`config.mk`:
```
export PLATFORM = sky130hd
export DESIGN_NAME = ism_top
export DESIGN_NICKNAME = d
export VERILOG_FILES = /design/src/hdl/ism_pkg.sv /design/src/hdl/ism_channel.sv /design/src/hdl/ism_top.sv
export SDC_FILE = /design/constraint.sdc
export NUM_CORES = 1
export LEC_CHECK = 0
export CORE_MARGIN = 1.5
export CORE_UTILIZATION = 31
export DETAILED_ROUTE_END_ITERATION = 16
export DONT_BUFFER_PORTS = 1
export PLACE_DENSITY = 0.53
export SLEW_MARGIN = 20
export SYNTH_ARGS = -nofsm -noshare
export SYNTH_HDL_FRONTEND = slang
export SYNTH_HIERARCHICAL = 1
export SYNTH_SLANG_ARGS = --single-unit
```
`constraint.sdc`:
```
create_clock -name clk_sys -period 3.2 [get_ports clk_sys]
set_clock_uncertainty 0.05 [all_clocks]
set_input_delay 0.64 -clock clk_sys [delete_from_list [all_inputs] [get_ports clk_sys]]
set_output_delay 0.64 -clock clk_sys [all_outputs]
set_load 0.01 [all_outputs]
```
`src/hdl/ism_pkg.sv`:
```
// package for the indicator status monitor: states, events, timing
// assumes a single 50 MHz system clock
package ism_pkg;

  // ----------------------------------------
  // sizes and timing
  // ----------------------------------------
  localparam int unsigned NUM_IND       = 10;
  localparam int unsigned IND_IDX_W     = 4;
  localparam int unsigned STAMP_W       = 32;
  localparam int unsigned CLK_HZ        = 50_000_000;
  localparam int unsigned STAMP_RES_US  = 1000;
  localparam int unsigned STAMP_DIV     = (CLK_HZ / 1_000_000) * STAMP_RES_US;
  localparam int unsigned STAMP_DIV_W   = 16;
  localparam logic [STAMP_W-1:0] STAMP_RST = 32'h0000_0000;

  // ----------------------------------------
  // decoded states, one-hot: bit order open, closed, intermediate, bad
  // ----------------------------------------
  typedef enum logic [3:0] {
    ISM_ST_OPEN   = 4'h1,
    ISM_ST_CLOSED = 4'h2,
    ISM_ST_INTER  = 4'h4,
    ISM_ST_BAD    = 4'h8
  } ism_state_t;
  localparam logic [3:0] ST_RST = 4'h4;

  // ----------------------------------------
  // event store selection
  // ----------------------------------------
  typedef enum logic [1:0] {
    ISM_SEL_NONE = 2'h0,
    ISM_SEL_ON   = 2'h1,
    ISM_SEL_OFF  = 2'h2,
    ISM_SEL_BOTH = 2'h3
  } ism_sel_t;

  typedef struct packed {
    logic [IND_IDX_W-1:0] instance_no;
    logic [1:0]           event_code;
    logic                 is_on;
    logic [STAMP_W-1:0]   stamp;
  } ism_event_t;

endpackage

```
`src/hdl/ism_channel.sv`:
```
// one indicator instance: decode two status inputs, detect changes
// assumes inputs are already synchronised to clk_sys
module ism_channel
  import ism_pkg::*;
(
  // clock and reset
  input  wire logic       clk_sys,
  input  wire logic       rst_b,
  // status inputs
  input  wire logic       open_in,
  input  wire logic       close_in,
  // decoded state and change flags
  output ism_state_t      state,
  output logic [3:0]      rise,
  output logic [3:0]      fall
);

  // ----------------------------------------
  // decode
  // ----------------------------------------
  ism_state_t nxt_state;
  logic [3:0] state_ff;

  always_comb begin
    case ({open_in, close_in})
      2'b10:   nxt_state = ISM_ST_OPEN;
      2'b01:   nxt_state = ISM_ST_CLOSED;
      2'b11:   nxt_state = ISM_ST_BAD;
      default: nxt_state = ISM_ST_INTER;
    endcase
  end

  // ----------------------------------------
  // change detection
  // ----------------------------------------
  always_ff @(posedge clk_sys or negedge rst_b) begin
    if (!rst_b) begin
      state_ff <= ST_RST;
    end else begin
      state_ff <= nxt_state;
    end
  end

  assign state = ism_state_t'(state_ff);
  assign rise  = nxt_state & ~state_ff;
  assign fall  = ~nxt_state & state_ff;

endmodule

```
`src/hdl/ism_top.sv`:
```
// indicator status monitor: ten instances feeding one event port
// assumes status inputs are asynchronous pins or user logic signals
// assumes selections are held steady while monitoring
//
// Overview of operation
// - with neither open nor close input active the state is intermediate.
// - with both open and close inputs active the state is bad.
// - a one on the open input means the monitored device is open.
// - a one on the close input means the monitored device is closed.
// - each indicator reads two separate status inputs, one for open and one for closed.
// - a change of any of the four state signals raises separate time-stamped on and off events.
// - time stamps count whole milliseconds.
// - a per-event selection stores on only, off only, or both.
// - ten independent instances, numbered one to ten, each with own inputs and events.
// - the block only reports and drives no switching command.
module ism_top
  import ism_pkg::*;
(
  // clock and reset
  input  wire logic                   clk_sys,
  input  wire logic                   rst_b,
  // status inputs, one pair per instance
  input  wire logic [NUM_IND-1:0]     open_status_in,
  input  wire logic [NUM_IND-1:0]     close_status_in,
  // per-instance, per-event store selection
  input  wire logic [NUM_IND*8-1:0]   event_sel,
  // decoded states
  output logic [NUM_IND*4-1:0]        ind_state,
  // event output towards the shared buffer
  output logic                        evt_valid,
  output ism_event_t                  evt_data,
  output logic                        evt_lost,
  // millisecond time base
  output logic [STAMP_W-1:0]          stamp
);

  // ----------------------------------------
  // input synchronisers
  // ----------------------------------------
  logic [NUM_IND-1:0] open_meta_ff;
  logic [NUM_IND-1:0] open_sync_ff;
  logic [NUM_IND-1:0] close_meta_ff;
  logic [NUM_IND-1:0] close_sync_ff;

  always_ff @(posedge clk_sys or negedge rst_b) begin
    if (!rst_b) begin
      open_meta_ff  <= '0;
      open_sync_ff  <= '0;
      close_meta_ff <= '0;
      close_sync_ff <= '0;
    end else begin
      open_meta_ff  <= open_status_in;
      open_sync_ff  <= open_meta_ff;
      close_meta_ff <= close_status_in;
      close_sync_ff <= close_meta_ff;
    end
  end

  // ----------------------------------------
  // millisecond time stamp
  // ----------------------------------------
  logic [STAMP_DIV_W-1:0] div_ff;
  logic [STAMP_W-1:0]     stamp_ff;
  logic                   ms_tick;

  assign ms_tick = (div_ff == STAMP_DIV_W'(STAMP_DIV - 1));

  always_ff @(posedge clk_sys or negedge rst_b) begin
    if (!rst_b) begin
      div_ff <= '0;
    end else if (ms_tick) begin
      div_ff <= '0;
    end else begin
      div_ff <= div_ff + 1'b1;
    end
  end

  always_ff @(posedge clk_sys or negedge rst_b) begin
    if (!rst_b) begin
      stamp_ff <= STAMP_RST;
    end else if (ms_tick) begin
      stamp_ff <= stamp_ff + 1'b1;
    end
  end

  assign stamp = stamp_ff;

  // ----------------------------------------
  // instances and event request flags
  // ----------------------------------------
  // pending bits: [inst*8 + ev*2 + 0] on, [+1] off
  logic [NUM_IND*8-1:0] req_on;
  logic [NUM_IND*8-1:0] pend_ff;
  logic [NUM_IND*8-1:0] grant;
  logic                 lost_pulse;

  genvar gi, ge;
  generate
    for (gi = 0; gi < NUM_IND; gi++) begin : g_ind
      ism_state_t st;
      logic [3:0] rs;
      logic [3:0] fl;
      ism_channel u_chan (
        .clk_sys  (clk_sys),
        .rst_b    (rst_b),
        .open_in  (open_sync_ff[gi]),
        .close_in (close_sync_ff[gi]),
        .state    (st),
        .rise     (rs),
        .fall     (fl)
      );
      assign ind_state[gi*4 +: 4] = st;
      for (ge = 0; ge < 4; ge++) begin : g_ev
        // selection bit 0 stores on, bit 1 stores off
        assign req_on[gi*8+ge*2]   = rs[ge] & event_sel[gi*8+ge*2];
        assign req_on[gi*8+ge*2+1] = fl[ge] & event_sel[gi*8+ge*2+1];
      end
    end
  endgenerate

  // ----------------------------------------
  // arbitration: lowest index first, one event per cycle
  // ----------------------------------------
  logic [NUM_IND*8-1:0] pend_all;
  assign pend_all = pend_ff | req_on;
  assign grant    = pend_all & (~pend_all + 1'b1);
  // a repeat request on a still-pending slot folds into it
  // a granted slot still loses the repeat: only one event leaves for two requests
  assign lost_pulse = |(req_on & pend_ff);

  always_ff @(posedge clk_sys or negedge rst_b) begin
    if (!rst_b) begin
      pend_ff <= '0;
    end else begin
      pend_ff <= pend_all & ~grant;
    end
  end

  // ----------------------------------------
  // event output register
  // ----------------------------------------
  logic [6:0] gidx;
  always_comb begin
    gidx = '0;
    for (int k = 0; k < NUM_IND*8; k++) begin
      if (grant[k]) begin
        gidx = 7'(k);
      end
    end
  end

  always_ff @(posedge clk_sys or negedge rst_b) begin
    if (!rst_b) begin
      evt_valid <= 1'b0;
      evt_data  <= '0;
      evt_lost  <= 1'b0;
    end else begin
      evt_valid            <= |grant;
      evt_lost             <= lost_pulse;
      evt_data.instance_no <= IND_IDX_W'(gidx[6:3] + 4'h1);
      evt_data.event_code  <= gidx[2:1];
      evt_data.is_on       <= ~gidx[0];
      evt_data.stamp       <= stamp_ff;
    end
  end

  // no command outputs exist on this block

endmodule

```
# Yosys cells after proc, flatten, opt, wreduce, memory -nomap -nowiden
# Index checks and enable logic that the tools add are counted.
# word_totals
regBits	249
latch_bits	0
ram_bits	0
romBits	0
inputBits	102
output_inout_bits	113
word_cells	277
memories	0
# classes
addsub	4
n_mul	0
n_div	0
n_lt_le_gt_ge	0
n_eq_ne	31
shift	0
n_mux	90
bitwise_logic	127
reduce_logical	2
# ops
cell	n
$mux W7	73
$and A80 B80 Y80	3
$not A80 Y80	2
$reduce_or A80 Y1	2
$pmux W4 S3	10
$add A80 B1 Y80 const B	1
$and A1 B1 Y1	80
$and A4 B4 Y4	20
$not A4 Y4	20
$or A80 B80 Y80	1
$eq A2 B2 Y1 const B	20
$add A32 B1 Y32 const B	1
$eq A2 B1 Y1 const B	10
$add A16 B1 Y16 const B	1
$eq A16 B16 Y1 const B	1
$mux W16	1
$mux W3	3
$add A4 B1 Y4 const B	1
$mux W2	2
$mux W1	1
$not A1 Y1	1

# Logic depth before layout (Yosys ltp)
# Gate-level depths: netlist of run 1.
# depth
depth_word	89
mapped_depth	16
ltp_nobuf	13

# Cells and area by module
# Netlist of run 1, hierarchy kept.
# modules_own_cells
mod	instances	cells_per_inst	area_each_um2	seq_area_each_um2
ism_top	1	878	9108.7	5205.0
ism_channel	10	19	173.9	101.3

# Worst setup path after synthesis of run 1
# No wires, ideal clock.
# synth_path
kind	reg2reg
from	reg close_sync_ff[0]
to	reg evt_data[37] in the netlist's numbering
setup_ns	0.131
arrival_ns	3.104
required_time_ns	3.019
slack_ns	-0.085
path_stages_with_launch	15
path_buffers	1
period_less_slack_ns	3.285
path_cell_list	dfrtp_1 -> nand2b_1 -> and2_1 -> a221oi_4 -> nand3_2 -> nor4_4 -> nand4_4 -> nor4_4 -> buf_6 -> nand3_1 -> o21ai_2 -> nor4_2 -> o2111ai_1 -> ha_1 -> xnor2_1
# synth_via
elab_chain_len	82
elab_cells_between_ends	92
classes_between	2 x add/sub; 3 x eq/ne; 73 x mux; 14 x bitwise
# synth_rtl
element	line_no	text
start, declared	ism_top.sv:43	logic [NUM_IND-1:0] close_sync_ff;
start signal, assigned	ism_top.sv:55	close_sync_ff <= close_meta_ff;
$eq A2 B2 Y1 or $eq A2 B1 Y1 (tied branches)	ism_channel.sv:25	case ({open_in, close_in})
$pmux W4 S3 *	ism_channel.sv:25	
$not A4 Y4 *	ism_channel.sv:46	assign fall = ~nxt_state & state_ff;
$and A4 B4 Y4 *	ism_channel.sv:46	
named net g_ind[0].fl[0]	ism_top.sv:102	logic [3:0] fl;
$and A1 B1 Y1 *	ism_top.sv:116	assign req_on[gi*8+ge*2+1] = fl[ge] & event_sel[gi*8+ge*2+1];
$or A80 B80 Y80 *	ism_top.sv:125	assign pend_all = pend_ff | req_on;
$not A80 Y80 *	ism_top.sv:126	assign grant = pend_all & (~pend_all + 1'b1);
$add A80 B1 Y80 *	ism_top.sv:126	
$and A80 B80 Y80 *	ism_top.sv:126	
$mux W7 (71 in a row)	ism_top.sv:146	if (grant[k]) begin
$mux W7 *	ism_top.sv:146	
$add A4 B1 Y4 *	ism_top.sv:160	evt_data.instance_no <= IND_IDX_W'(gidx[6:3] + 4'h1);
end, declared	ism_top.sv:31	output ism_event_t evt_data,
# The timed path passes the listed nets; every way through them passes the cells marked *.
# A chain may end at the register's enable or synchronous reset.

# Final worst setup path of run 1
# layout_path
from	reg open_sync_ff[3]
to	reg evt_data[37] in the netlist's numbering
# layout_via
elab_cells_between_ends	76
classes_between	2 x add/sub; 3 x eq/ne; 57 x mux; 14 x bitwise
# layout_lines
element	line_no	text
start, declared	ism_top.sv:41	logic [NUM_IND-1:0] open_sync_ff;
start signal, assigned	ism_top.sv:53	open_sync_ff <= open_meta_ff;
$eq A2 B2 Y1 or $eq A2 B1 Y1 (tied branches)	ism_channel.sv:25	
$pmux W4 S3 *	ism_channel.sv:25	
$not A4 Y4 *	ism_channel.sv:46	
$and A4 B4 Y4 *	ism_channel.sv:46	
named net g_ind[3].fl[1]	ism_top.sv:102	
$and A1 B1 Y1 *	ism_top.sv:116	
$or A80 B80 Y80 *	ism_top.sv:125	
$not A80 Y80	ism_top.sv:126	
$add A80 B1 Y80	ism_top.sv:126	
$and A80 B80 Y80 *	ism_top.sv:126	
$mux W7 (52 in a row)	ism_top.sv:146	
$mux W7 *	ism_top.sv:146	
$add A4 B1 Y4 *	ism_top.sv:160	
# Marked as above.

==> metrics.md, run 1 <==
| Metric | Value |
|---|---|
| Outcome | finished with violations |
| Violated checks | hold timing, setup timing |
| Syn Nets | around 1200 |
| Longest individual stage delay on the worst path | 0.52 ns |
| Combinational Power Share | 0.084 |
| Post-detailed-route count of antenna-violating nets | 0 |
| Worst-Margin Slew | 0.585 ns |
| Final wirelength | 35600 µm |
| Synth-to-layout area growth | 30.4% |
| Setup Crit Path Kind | reg -> reg |
| Clock root buffer | clkbuf_16 |
| Kind of start point of the critical path | flip-flop |
| Leading cell type by number of instances after synthesis | dfrtp_1 |
| Area fraction of the dominant cell type after synthesis | 0.549 |
| Worst hold path class | in -> async |
| XOR/XNOR Fraction of Synth Area | 0.0371 |
| Weighted congestion reported at the end of routability-driven placement | a little over 0.9 |
| Flop pwr share | 0.450 |
| Total vias in the final route | ~9000 |
| Maximum number of pins on one net before global-route repair | 249 |
| Sw Ratio | 0.243 |
| Mapped Area | roughly 0.011 mm² |
| Final Hold Violating Endpoints | 240 |
| Post-synthesis async set-or-reset flop share | 1.00 |
| Count of H-tree levels built during CTS | 1 |
| Clk_lat worst skew | 0.57 ns |
| Type of destination of the critical path | flip-flop |
| Biggest area contributors in the synthesized netlist | dfrtp_1, a21oi_1, nand3_1, nor2_1, nand2_1 |
| Number of top-level pins | around 220 |
| Synthesized area per cell | 10.2 µm² |
| Maximum VDD drop | 463 µV |
| Setup-failing EPs final | 3 |
| Synthesis warning total | 6 |
| Global router's overall resource usage | 0.197 |
| Portion of the post-synthesis area used by sequential elements | 0.573 |
| Via count of the first global-routing pass | just over 9000 |
| Leakage | around 6.3 nW |
| Signal arrival time at the worst endpoint | ~3.6 ns |
| Simple-Gate Fraction of Synth Area | 0.259 |
| Horizontal extent of the die | about 190 µm |
| Most frequently used flop master after synthesis | dfrtp_1 |
| DP Cell Count | 1688 |
| Drt initial violations | 546 |
| Internal power | roughly 5.7 mW |
| Fin. max-slew vios | 0 |
| Post-route cell area | 0.0141 mm² |
| Adder-cell share of the synthesized area | 0.00346 |
| # port buffers | 0 |
| Ordered list of cells on the worst path | nand2b_4 > and2_4 > a21oi_4 > nand4_1 > nor4_4 > nand4_4 > nor4_4 > buf_4 > nand2_1 > nand3_1 > nor4_4 > o2111ai_2 > ha_4 > xnor2_2 |
| Number of enable-type register cells in the synthesized netlist | 0 |
| Antenna violations before repair | 0 |
| Maximum Capacitance Violations | 0 |
| Cell area reported after detailed placement | 0.0127 mm² |
| Crit path top cell by count | nor4_4 |
| Standard cell core area | approximately 0.034 mm² |
| Drt via density | between 5 and 6 |
| # diodes | 0 |
| Nets | ~1400 |
| Cell variety after synth | 70 |
| Multiplexer area fraction after synthesis | 0.00104 |
| Clock tree from TritonCTS | built |
| Setup WS post-layout | -0.0405 ns |
| Post-DR wirelength/cell | approximately 20 µm |
| Final cycle utilization of the critical path | 1.01 |
| Aggregate negative setup slack | -0.0854 ns |
| Worst hold margin | -0.279 ns |
| Share of power burned in the clock network | 0.465 |
| Sinks on Clock Net | roughly 250 |
| Detailed placer's ending HPWL | ~28000 µm |
| Cell types with the highest counts after synthesis | dfrtp_1, a21oi_1, nor2_1 |
| Total power per unit cell area | between 500 and 600 mW/mm² |
| Main combinational cell family by area after synthesis | simple AND/OR/NAND/NOR gates |
| Final critical-path required period | ~3.2 ns |
| Total overflow reported by the global router | 0 |
| Die height | between 150 and 200 µm |
| Req. time, crit path | ~3.6 ns |
| Count of non-filler cells in the finished layout | approximately 1800 |
| 1st-pass router iterations | 5 |
| Die Footprint | approximately 0.036 mm² |
| Highest clock frequency the design can meet | 309 MHz |
| Slowest cell on the critical path | nor4_4 |
| Slew HR | 0.606 |
| Clock-pin slew reported for the worst setup and hold paths after clock tree synthesis | 0.06 ns |
| Wire length of the first global-routing pass | about 54000 µm |
| Area fraction in compound gates after synthesis | 0.108 |
| Net switching component of the power | approximately 1.8 mW |
| Post-placement setup slack | -0.222 ns |
| Drc violations | 0 |
| Worst-case clock buffer depth | 3 |
| Site Rows | 68 |
| Worst-path maximum fanout | 5 |
| Layout cells sized above 1 | 0.245 |
| Number of buffers inserted during clock tree synthesis | 30 |
| Post-Syn Instances | 1068 |
| Cell accounting for the most synthesized area | dfrtp_1 |
| Starting Density | 0.315 |
| Number of flip-flops and latches in the synthesized netlist | 248 |
| Unrepaired setup endpoints after global routing | true |
==> kinds of logic after synthesis <==
| logic type | count (synthesis) |
|---|---|
| simple gates | 525 |
| flops | 248 |
| compound gates | 194 |
| buf+inv | 51 |
| xor+xnor | 46 |
| fa+ha+maj | 3 |
| mux | 1 |
==> routing by layer <==
layer	vias to the layer above	global-route usage	wire, µm
li1	4247	-	-
met1	4315	0.247	14700
met2	296	0.317	16500
met3	62	0.0719	3370
met4	0	0.0568	1070
met5	-	0	0
==> registers in the layout, summed over array words and instances, names as in the netlist <==
| signal | cells |
|---|---|
| evt_lost | 1 |
| open_sync_ff | 10 |
| close_meta_ff | 10 |
| div_ff | 16 |
| evt_valid | 1 |
| g_ind.u_chan/state | 40 |
| pend_ff | 79 |
| evt_data | 39 |
| open_meta_ff | 10 |
| stamp | 32 |
| close_sync_ff | 10 |
==> layout by cell type, fill, tap and decap left out, types with 9 or more instances in the layout <==
cell type / count
nand2b_1: 24
nor2b_1: 16
a31oi_1: 14
nand4_1: 43
and3_1: 24
a21oi_1: 106
dfstp_2: 10
xor2_1: 20
inv_1: 43
clkbuf_16: 30
nand2_1: 73
xnor2_1: 25
dfrtp_1: 236
nand3_1: 107
a21oi_2: 10
and2_1: 38
buf_4: 183
nor3_1: 24
nor2_1: 109
a21o_1: 9
==> worst max-delay path, delay by kind of cell (launching register included) <==
family	cells	cell delay, ns
flip-flops	1	0.47
AO/OA/AOI/OAI	2	0.23
adder cells (fa/ha/maj)	1	0.17
XOR/XNOR	1	0.05
buffers and inverters	1	0.19
AND/OR/NAND/NOR	9	1.95
==> area by class of cell <==
cell class	count	area (µm²)
clock buffers	41	822
multi-input cells	769	4750
flip-flops and latches	248	6220
fillers	3373	20300
inverters	43	161
repair buffers	188	1430
clock inverters	14	191
well taps	455	569
==> power groups by stage <==
stage               sequential, mW  combinational (mW)  clock [mW]
floorplan                     3.40               0.326           0
global placement              3.43               0.592           0
detailed placement            3.43               0.598           0
CTS                           3.37               0.610        3.59
global route                  3.39               0.696        3.70
finish                        3.38               0.634        3.49
==> path summary, 6_finish.rpt <==
kind | from | to | slack, ns | cells past startpoint
hold / removal | rst_b | close_meta_ff[0] | -0.28 | 0
setup / recovery | open_sync_ff[3] | evt_data[37] | -0.04 | 14
max in group asynchronous | rst_b | pend_ff[73] | 2.88 | 0
min in group clk_sys | open_status_in[8] | open_meta_ff[8] | 0.04 | 0
setup reg to reg | open_sync_ff[3] | evt_data[37] | -0.04 | 14
hold reg to reg | open_meta_ff[4] | open_sync_ff[4] | 0.30 | 0
==> per-stage QoR <==
| stage | utilization | total power, mW |
|---|---|---|
| 2_1_floorplan | - | 3.73 |
| 3_3_place_gp | 0.368 | 4.02 |
| 3_5_place_dp | 0.368 | 4.03 |
| 4_1_cts | 0.402 | 7.58 |
| 5_1_grt | 0.410 | 7.78 |
| 6_report | 0.410 | 7.50 |
==> repair_timing <==
| action | 4_1_cts | 5_1_grt |
|---|---|---|
| pin swaps | 10 | 30 |
| endpoints found under the hold margin | 248 | 247 |
| endpoints found under the setup margin | 6 | 9 |
| gates resized for setup | 23 | 48 |
| setup buffers | 6 | 9 |
(Power assumes the default switching activity.)
==> run 2: changes to the inputs <==
--- a/config.mk
+++ b/config.mk
@@ -13,5 +13,4 @@
 export SLEW_MARGIN = 20
 export SYNTH_ARGS = -nofsm -noshare
 export SYNTH_HDL_FRONTEND = slang
-export SYNTH_HIERARCHICAL = 1
 export SYNTH_SLANG_ARGS = --single-unit
==> metrics.md, run 2 <==
| Metric | Value |
|---|---|
| Syn Nets | 1128 (was 1173) |
| Maximum number of pins on one net before global-route repair | 249 (unchanged) |
| Number of flip-flops and latches in the synthesized netlist | 248 (unchanged) |
| Cell variety after synth | 76 (was 70) |
| Clock-pin slew reported for the worst setup and hold paths after clock tree synthesis | 0.06 ns (about the same) |
| Clk_lat worst skew | 0.58 ns (was 0.57 ns) |
| Layout cells sized above 1 | 0.185 (was 0.245) |
| Via count of the first global-routing pass | 8873 (was 9098) |
| Nets | 1252 (was 1385) |
| Die height | 192 µm (was 190 µm) |
| Final core utilization | 0.380 (was 0.410) |
| Sequential cell area | 0.00622 mm² (about the same) |
| Multiplexer area fraction after synthesis | 0.00102 (was 0.00104) |
| Worst hold path class | in -> async (unchanged) |
| Post-Syn Instances | 1023 (was 1068) |
| Violated checks | hold timing (was hold timing, setup timing) |
| Number of buffers inserted during clock tree synthesis | 29 (was 30) |
| Highest clock frequency the design can meet | 325 MHz (was 309 MHz) |
| Portion of the post-synthesis area used by sequential elements | 0.561 (was 0.573) |
| Maximum VDD drop | 422 µV (was 463 µV) |
| Standard cell core area | 0.0354 mm² (was 0.0345 mm²) |
| Final wirelength | 34700 µm (was 35600 µm) |
| Post-DR wirelength/cell | 21.3 µm (was 20.3 µm) |
| Top library cells by usage in the layout, fill and taps aside | dfrtp_1, nor2_1, buf_4 (was dfrtp_1, buf_4, nor2_1) |
| Worst-path maximum fanout | 9 (was 5) |
| Total vias in the final route | 8771 (was 8920) |
| Clock tree from TritonCTS | built (unchanged) |
| Number of flip-flops in the largest register | 79 (unchanged) |
| Weighted congestion reported at the end of routability-driven placement | 0.923 (was 0.922) |
| Number of enable-type register cells in the synthesized netlist | 0 (unchanged) |
| Post-route cell area | 0.0135 mm² (was 0.0141 mm²) |
| Register containing the most flip-flops in the final layout | pend_ff (unchanged) |
| Synth-to-layout area growth | 21.3% (was 30.4%) |
| Starting Density | 0.313 (was 0.315) |
| Crit path top cell by count | nor3_1 (was nor4_4) |
| Final Hold Violating Endpoints | 240 (unchanged) |
| Number of top-level pins | 215 (unchanged) |
| Outcome | finished with violations (unchanged) |
| Detailed placer's ending HPWL | 26100 µm (was 27500 µm) |
| Post-synthesis async set-or-reset flop share | 1.00 (unchanged) |
| Post-detailed-route count of antenna-violating nets | 0 (unchanged) |
| Maximum Capacitance Violations | 0 (unchanged) |
| Worst-Margin Slew | 0.746 ns (was 0.585 ns) |
| Sinks on Clock Net | 248 (unchanged) |
| Clock root buffer | clkbuf_16 (unchanged) |
| Simple-Gate Fraction of Synth Area | 0.252 (was 0.259) |
| Total power per unit cell area | 543 mW/mm² (was 530 mW/mm²) |
| Layout filler cell count | 3564 (was 3373) |
| Count of H-tree levels built during CTS | 1 (unchanged) |
| Cell area reported after detailed placement | 0.0124 mm² (was 0.0127 mm²) |
| Area fraction in compound gates after synthesis | 0.130 (was 0.108) |
| XOR/XNOR Fraction of Synth Area | 0.0355 (was 0.0371) |
| Req. time, crit path | 3.62 ns (was 3.59 ns) |
| Leading cell type by number of instances after synthesis | dfrtp_1 (unchanged) |
| Antenna violations before repair | 3 (was 0) |
| Drc violations | 0 (unchanged) |
| Ordered list of cells on the worst path | and4bb_2 > a2111oi_4 > nand4_2 > nor4b_4 > nand4_4 > buf_4 > nor3_1 > or3_1 > nor3_1 (was nand2b_4 > and2_4 > a21oi_4 > nand4_1 > nor4_4 > nand4_4 > nor4_4 > buf_4 > nand2_1 > nand3_1 > nor4_4 > o2111ai_2 > ha_4 > xnor2_2) |
| Final critical-path required period | 3.08 ns (was 3.24 ns) |
| Slowest cell on the critical path | dfrtp_1 (was nor4_4) |
| Cell accounting for the most synthesized area | dfrtp_1 (unchanged) |
| Longest individual stage delay on the worst path | 0.49 ns (was 0.52 ns) |
| Fin. max-slew vios | 0 (unchanged) |
| Most frequent standard cell in the layout excluding fill and tap cells | dfrtp_1 (unchanged) |
| Worst hold margin | -0.283 ns (was -0.279 ns) |
| Synthesis warning total | 0 (was 6) |
| Most frequently used flop master after synthesis | dfrtp_1 (unchanged) |
| Final cycle utilization of the critical path | 0.961 (was 1.01) |
| Kind of start point of the critical path | flip-flop (unchanged) |
| Biggest area contributors in the synthesized netlist | dfrtp_1, nor2_1, nand2_1, nand4_1, a21oi_1 (was dfrtp_1, a21oi_1, nand3_1, nor2_1, nand2_1) |
| Global router's overall resource usage | 0.187 (was 0.197) |
| Site Rows | 69 (was 68) |
| # port buffers | 0 (unchanged) |
| Total overflow reported by the global router | 0 (unchanged) |
| Main combinational cell family by area after synthesis | simple AND/OR/NAND/NOR gates (unchanged) |
| 1st-pass router iterations | 4 (was 5) |
| Worst-case clock buffer depth | 3 (unchanged) |
| Setup-failing EPs final | 0 (was 3) |
| Horizontal extent of the die | 192 µm (was 190 µm) |
| Leakage | 5.73 nW (was 6.28 nW) |
| Die Footprint | 0.0369 mm² (was 0.0361 mm²) |
| Type of destination of the critical path | flip-flop (unchanged) |
| Drt via density | 5.37 (was 5.07) |
| Setup Crit Path Kind | reg -> reg (unchanged) |
| Cell types with the highest counts after synthesis | dfrtp_1, nor2_1, nand2_1 (was dfrtp_1, a21oi_1, nor2_1) |
| Wire length of the first global-routing pass | 52400 µm (was 53700 µm) |
| Mapped Area | 0.0111 mm² (was 0.0108 mm²) |
| Area taken by multi-input logic gates | 0.00476 mm² (was 0.00475 mm²) |
| Synthesized area per cell | 10.8 µm² (was 10.2 µm²) |
| Slew HR | 0.496 (was 0.606) |
| Area fraction of the dominant cell type after synthesis | 0.537 (was 0.549) |
| Adder-cell share of the synthesized area | 0.00338 (was 0.00346) |
| Drt initial violations | 463 (was 546) |
| Signal arrival time at the worst endpoint | 3.49 ns (was 3.63 ns) |
[run 2: cell count changes in the layout (fill, tap and decap cells not counted), sizes merged, moves of 9 or more]
cell,before,now
and2,44,32
nor2b,16,6
nor4bb,2,17
and4b,1,10
a2111oi,1,18
a31oi,15,26
nand3,110,44
a21oi,119,55
nor4b,4,13
buf,188,103
[run 2: layout make-up]
class / instances / area share
repair buffers: 103 / 0.0575
inverters: 38 / 0.0106
clock inverters: 20 / 0.0145
diodes: 1 / 0.000186
flip-flops and latches: 248 / 0.463
multi-input cells: 727 / 0.354
clock buffers: 34 / 0.0576
well taps: 461 / 0.0429
[run 2: repair_timing]
item,in CTS,in global routing
gates resized for setup,0,19
setup buffers,0,0
endpoints found under the hold margin,248,248
endpoints found under the setup margin,0,28
[run 2: worst max-delay path, delay by kind of cell (launching register included)]
kind | cells | cell delay [ns]
flops | 1 | 0.49
compound gates | 1 | 0.44
buf+inv | 1 | 0.18
simple gates | 7 | 1.81
[run 2: path summary, 6_finish.rpt]
| check | start | to | slack, ns | depth (start not counted) |
|---|---|---|---|---|
| max | open_sync_ff[5] | evt_data[32] | 0.12 | 9 |
| min | rst_b | close_sync_ff[5] | -0.28 | 0 |
| max reg2reg | open_sync_ff[5] | evt_data[32] | 0.12 | 9 |
| min reg2reg | open_meta_ff[8] | open_sync_ff[8] | 0.30 | 0 |
| max in group asynchronous | rst_b | evt_data[26] | 2.92 | 0 |
| min in group clk_sys | open_status_in[7] | open_meta_ff[7] | 0.04 | 0 |
[run 2: report_power, final]
| part | leakage, nW | switching (mW) | internal (mW) |
|---|---|---|---|
| registers | 2.91 | 0.161 | 3.27 |
| logic | 2.36 | 0.300 | 0.219 |
| clock network | 0.465 | 1.44 | 1.92 |
[run 2: cells by family (layout without fill, tap and decap cells)]
logic type | count (synthesis) | in the layout
flops | 248 | 248
xor+xnor | 45 | 45
other cells | 0 | 1
mux | 1 | 1
compound gates | 187 | 187
simple gates | 491 | 491
buf+inv | 48 | 195
fa+ha+maj | 3 | 3
[run 2: routing by layer]
metal / up-vias / GRT usage / wire [µm]
met4: 4 / 0.0489 / 856
met2: 340 / 0.307 / 16300
li1: 4058 / - / -
met1: 4312 / 0.241 / 14600
met3: 57 / 0.0546 / 2970
met5: - / 0 / 28
[run 2: per-stage QoR]
| stage | instances | setup TNS (ns) | power [mW] | setup slack (ns) | hold slack, ns |
|---|---|---|---|---|---|
| 2_1_floorplan | 1023 | 0 | 3.74 | 0.107 | 0.281 |
| 3_3_place_gp | 1577 | -0.0723 | 3.97 | -0.0404 | 0.283 |
| 3_5_place_dp | 1577 | -0.154 | 3.98 | -0.0644 | 0.285 |
| 4_1_cts | 1631 | 0 | 7.39 | 0.0161 | -0.315 |
| 5_1_grt | 1632 | -0.0129 | 7.59 | -0.0129 | -0.314 |
| 6_report | 1632 | 0 | 7.30 | 0.124 | -0.283 |
==> run 3: changes to the inputs <==
--- a/config.mk
+++ b/config.mk
@@ -5,6 +5,7 @@
 export SDC_FILE = /design/constraint.sdc
 export NUM_CORES = 1
 export LEC_CHECK = 0
+export ABC_AREA = 1
 export CORE_MARGIN = 1.5
 export CORE_UTILIZATION = 31
 export DETAILED_ROUTE_END_ITERATION = 16
==> metrics.md, run 3 <==
| Metric | Value |
|---|---|
| Outcome | finished with violations (unchanged) |
| Violated checks | hold timing, setup timing (was hold timing) |
| Drt initial violations | 326 (was 463) |
| Nets | 1815 (was 1252) |
| Clock root buffer | clkbuf_16 (unchanged) |
| Leakage | 7.87 nW (was 5.73 nW) |
| Total power per unit cell area | 493 mW/mm² (was 543 mW/mm²) |
| Synth-to-layout area growth | 39.9% (was 21.3%) |
| Fin. max-slew vios | 0 (unchanged) |
| Synthesis warning total | 0 (unchanged) |
| Crit path top cell by count | nor2_4 (was nor3_1) |
| Clock tree from TritonCTS | built (unchanged) |
| # port buffers | 0 (unchanged) |
| Number of enable-type register cells in the synthesized netlist | 0 (unchanged) |
| Total vias in the final route | 10000 (was 8771) |
| Final Hold Violating Endpoints | 241 (was 240) |
| Unrepaired setup endpoints after global routing | true |
| 1st-pass router iterations | 4 (unchanged) |
| Type of destination of the critical path | flip-flop (unchanged) |
| Count of H-tree levels built during CTS | 1 (unchanged) |
| Final critical-path required period | 3.94 ns (was 3.08 ns) |
| Wire length of the first global-routing pass | 50900 µm (was 52400 µm) |
| Most frequent standard cell in the layout excluding fill and tap cells | buf_4 (was dfrtp_1) |
| Post-detailed-route count of antenna-violating nets | 0 (unchanged) |
| Layout cells sized above 1 | 0.325 (was 0.185) |
| Mapped Area | 0.0115 mm² (was 0.0111 mm²) |
| Biggest area contributors in the synthesized netlist | dfrtp_1, inv_1, nor2_1, nand2_1, nand4_1 (was dfrtp_1, nor2_1, nand2_1, nand4_1, a21oi_1) |
| Setup WS post-layout | -0.742 ns (was 0.124 ns) |
| Cell types with the highest counts after synthesis | inv_1, nor2_1, dfrtp_1 (was dfrtp_1, nor2_1, nand2_1) |
| Clk_lat worst skew | 0.57 ns (was 0.58 ns) |
| Post-Syn Instances | 1359 (was 1023) |
| Cell accounting for the most synthesized area | dfrtp_1 (unchanged) |
| DP Cell Count | 2106 (was 1577) |
| Worst-case clock buffer depth | 3 (unchanged) |
| Cell variety after synth | 53 (was 76) |
| Weighted congestion reported at the end of routability-driven placement | 0.860 (was 0.923) |
| Number of flip-flops in the largest register | 79 (unchanged) |
| Kind of start point of the critical path | flip-flop (unchanged) |
| Worst hold path class | in -> async (unchanged) |
| Sinks on Clock Net | 248 (unchanged) |
| Portion of the post-synthesis area used by sequential elements | 0.541 (was 0.561) |
| Maximum Capacitance Violations | 0 (unchanged) |
| Detailed placer's ending HPWL | 23300 µm (was 26100 µm) |
| Maximum VDD drop | 349 µV (was 422 µV) |
| Worst hold margin | -0.267 ns (was -0.283 ns) |
| Post-route cell area | 0.0161 mm² (was 0.0135 mm²) |
| Via count of the first global-routing pass | 10300 (was 8873) |
| Setup-failing EPs final | 22 (was 0) |
| Slowest cell on the critical path | dfrtp_2 (was dfrtp_1) |
| Most frequently used flop master after synthesis | dfrtp_1 (unchanged) |
| Die Footprint | 0.0382 mm² (was 0.0369 mm²) |
| Area fraction of the dominant cell type after synthesis | 0.518 (was 0.537) |
| Worst-Margin Slew | 0.819 ns (was 0.746 ns) |
| Total overflow reported by the global router | 0 (unchanged) |
| Maximum number of pins on one net before global-route repair | 249 (unchanged) |
| Syn Nets | 1464 (was 1128) |
| Post-synthesis async set-or-reset flop share | 1.00 (unchanged) |
| Top library cells by usage in the layout, fill and taps aside | buf_4, inv_1, dfrtp_1 (was dfrtp_1, nor2_1, buf_4) |
| Worst-path maximum fanout | 4 (was 9) |
| Standard cell core area | 0.0365 mm² (was 0.0354 mm²) |
| Number of flip-flops and latches in the synthesized netlist | 248 (unchanged) |
| Post-DR wirelength/cell | 14.3 µm (was 21.3 µm) |
| Number of top-level pins | 215 (unchanged) |
| Post-placement setup slack | -0.929 ns (was -0.0644 ns) |
| Aggregate negative setup slack | -7.37 ns (was 0 ns) |
| Clock-pin slew reported for the worst setup and hold paths after clock tree synthesis | 0.06 ns (about the same) |
| Leading cell type by number of instances after synthesis | inv_1 (was dfrtp_1) |
| Register containing the most flip-flops in the final layout | pend_ff (unchanged) |
| Antenna violations before repair | 3 (unchanged) |
| Longest individual stage delay on the worst path | 0.45 ns (was 0.49 ns) |
| Layout filler cell count | 3563 (was 3564) |
| Count of non-filler cells in the finished layout | 2203 (was 1632) |
| Starting Density | 0.315 (was 0.313) |
| Synthesized area per cell | 8.45 µm² (was 10.8 µm²) |
| Die height | 196 µm (was 192 µm) |
| Final cycle utilization of the critical path | 1.23 (was 0.961) |
| Drc violations | 0 (unchanged) |
| Drt via density | 4.54 (was 5.37) |
| Setup Crit Path Kind | reg -> reg (unchanged) |
| Highest clock frequency the design can meet | 254 MHz (was 325 MHz) |
| Cell area reported after detailed placement | 0.0142 mm² (was 0.0124 mm²) |
| Final wirelength | 31400 µm (was 34700 µm) |
| Signal arrival time at the worst endpoint | 4.35 ns (was 3.49 ns) |
| Number of buffers inserted during clock tree synthesis | 31 (was 29) |
| Req. time, crit path | 3.61 ns (was 3.62 ns) |
| Slew HR | 0.440 (was 0.496) |
| Site Rows | 70 (was 69) |
| Horizontal extent of the die | 196 µm (was 192 µm) |
| Global router's overall resource usage | 0.166 (was 0.187) |
-- run 3: changes by cell type in the layout (fill, tap and decap cells not counted), sizes merged, moves of 21 or more --
cell,delta
inv,+244
buf,+215
nor2,+151
nand2,+149
a21oi,-31
and2,-31
and3,-22
nand4,+21
-- run 3: cell type report --
type / instances / area, µm² / share of cell area
inverters: 286 / 1090 / 0.0676
multi-input cells: 825 / 4640 / 0.289
diodes: 1 / 2.50 / 0.000156
clock buffers: 36 / 835 / 0.0519
repair buffers: 318 / 2440 / 0.152
clock inverters: 21 / 253 / 0.0157
flip-flops and latches: 248 / 6230 / 0.387
well taps: 468 / 586 / 0.0364
-- run 3: worst paths after layout --
path                                             to  cells after the start         startpoint  slack (ns)
hold reg to reg                    close_sync_ff[6]                      0   close_meta_ff[6]        0.30
setup / recovery                       evt_data[37]                     36   close_sync_ff[3]       -0.74
setup reg to reg                       evt_data[37]                     36   close_sync_ff[3]       -0.74
max in group asynchronous  g_ind[9].u_chan.state[3]                      0              rst_b        2.75
hold / removal                     close_sync_ff[0]                      0              rst_b       -0.27
min in group clk_sys                open_meta_ff[6]                      0  open_status_in[6]        0.04
-- run 3: per-layer routing --
layer | routed length [µm] | track usage | up-vias | part of all wire
met5 | 0 | 0 | - | 0
met4 | 759 | 0.0454 | 0 | 0.024
met3 | 2330 | 0.0525 | 46 | 0.074
met2 | 15100 | 0.282 | 214 | 0.48
met1 | 13300 | 0.202 | 4701 | 0.42
li1 | - | - | 5043 | -
-- run 3: what timing repair did --
action                                 4_1_cts  5_1_grt
setup buffers                               28       26
pin swaps                                   12       34
resized for setup                           53       81
setup endpoints to repair                   23       45
endpoints found under the hold margin      248      246
-- run 3: critical path, delay by kind of cell, from the launching register on --
| kind | cells | cell delay [ns] |
|---|---|---|
| buffers and inverters | 7 | 0.46 |
| DFF | 1 | 0.45 |
| xor gates and xnor gates | 1 | 0.10 |
| and+or+nand+nor | 27 | 2.62 |
| adders and majority gates | 1 | 0.13 |
-- run 3: per-stage QoR --
stage	hold slack (ns)	total power [mW]	utilization
2_1_floorplan	0.281	3.80	-
3_3_place_gp	0.282	4.25	0.390
3_5_place_dp	0.285	4.26	0.390
4_1_cts	-0.314	8.04	0.431
5_1_grt	-0.300	8.29	0.440
6_report	-0.267	7.93	0.440
-- run 3: kinds of logic after synthesis --
logic type,share of synthesized area
buf+inv,0.0938
compound gates,0.0640
fa+ha+maj,0.00327
simple gates,0.274
xor+xnor,0.0236
flops,0.541
-- run 3: report_power, final --
part | switching (mW) | internal (mW) | leakage [nW]
Combinational | 0.477 | 0.424 | 4.45
Clock | 1.46 | 2.21 | 0.516
Sequential | 0.0962 | 3.27 | 2.90
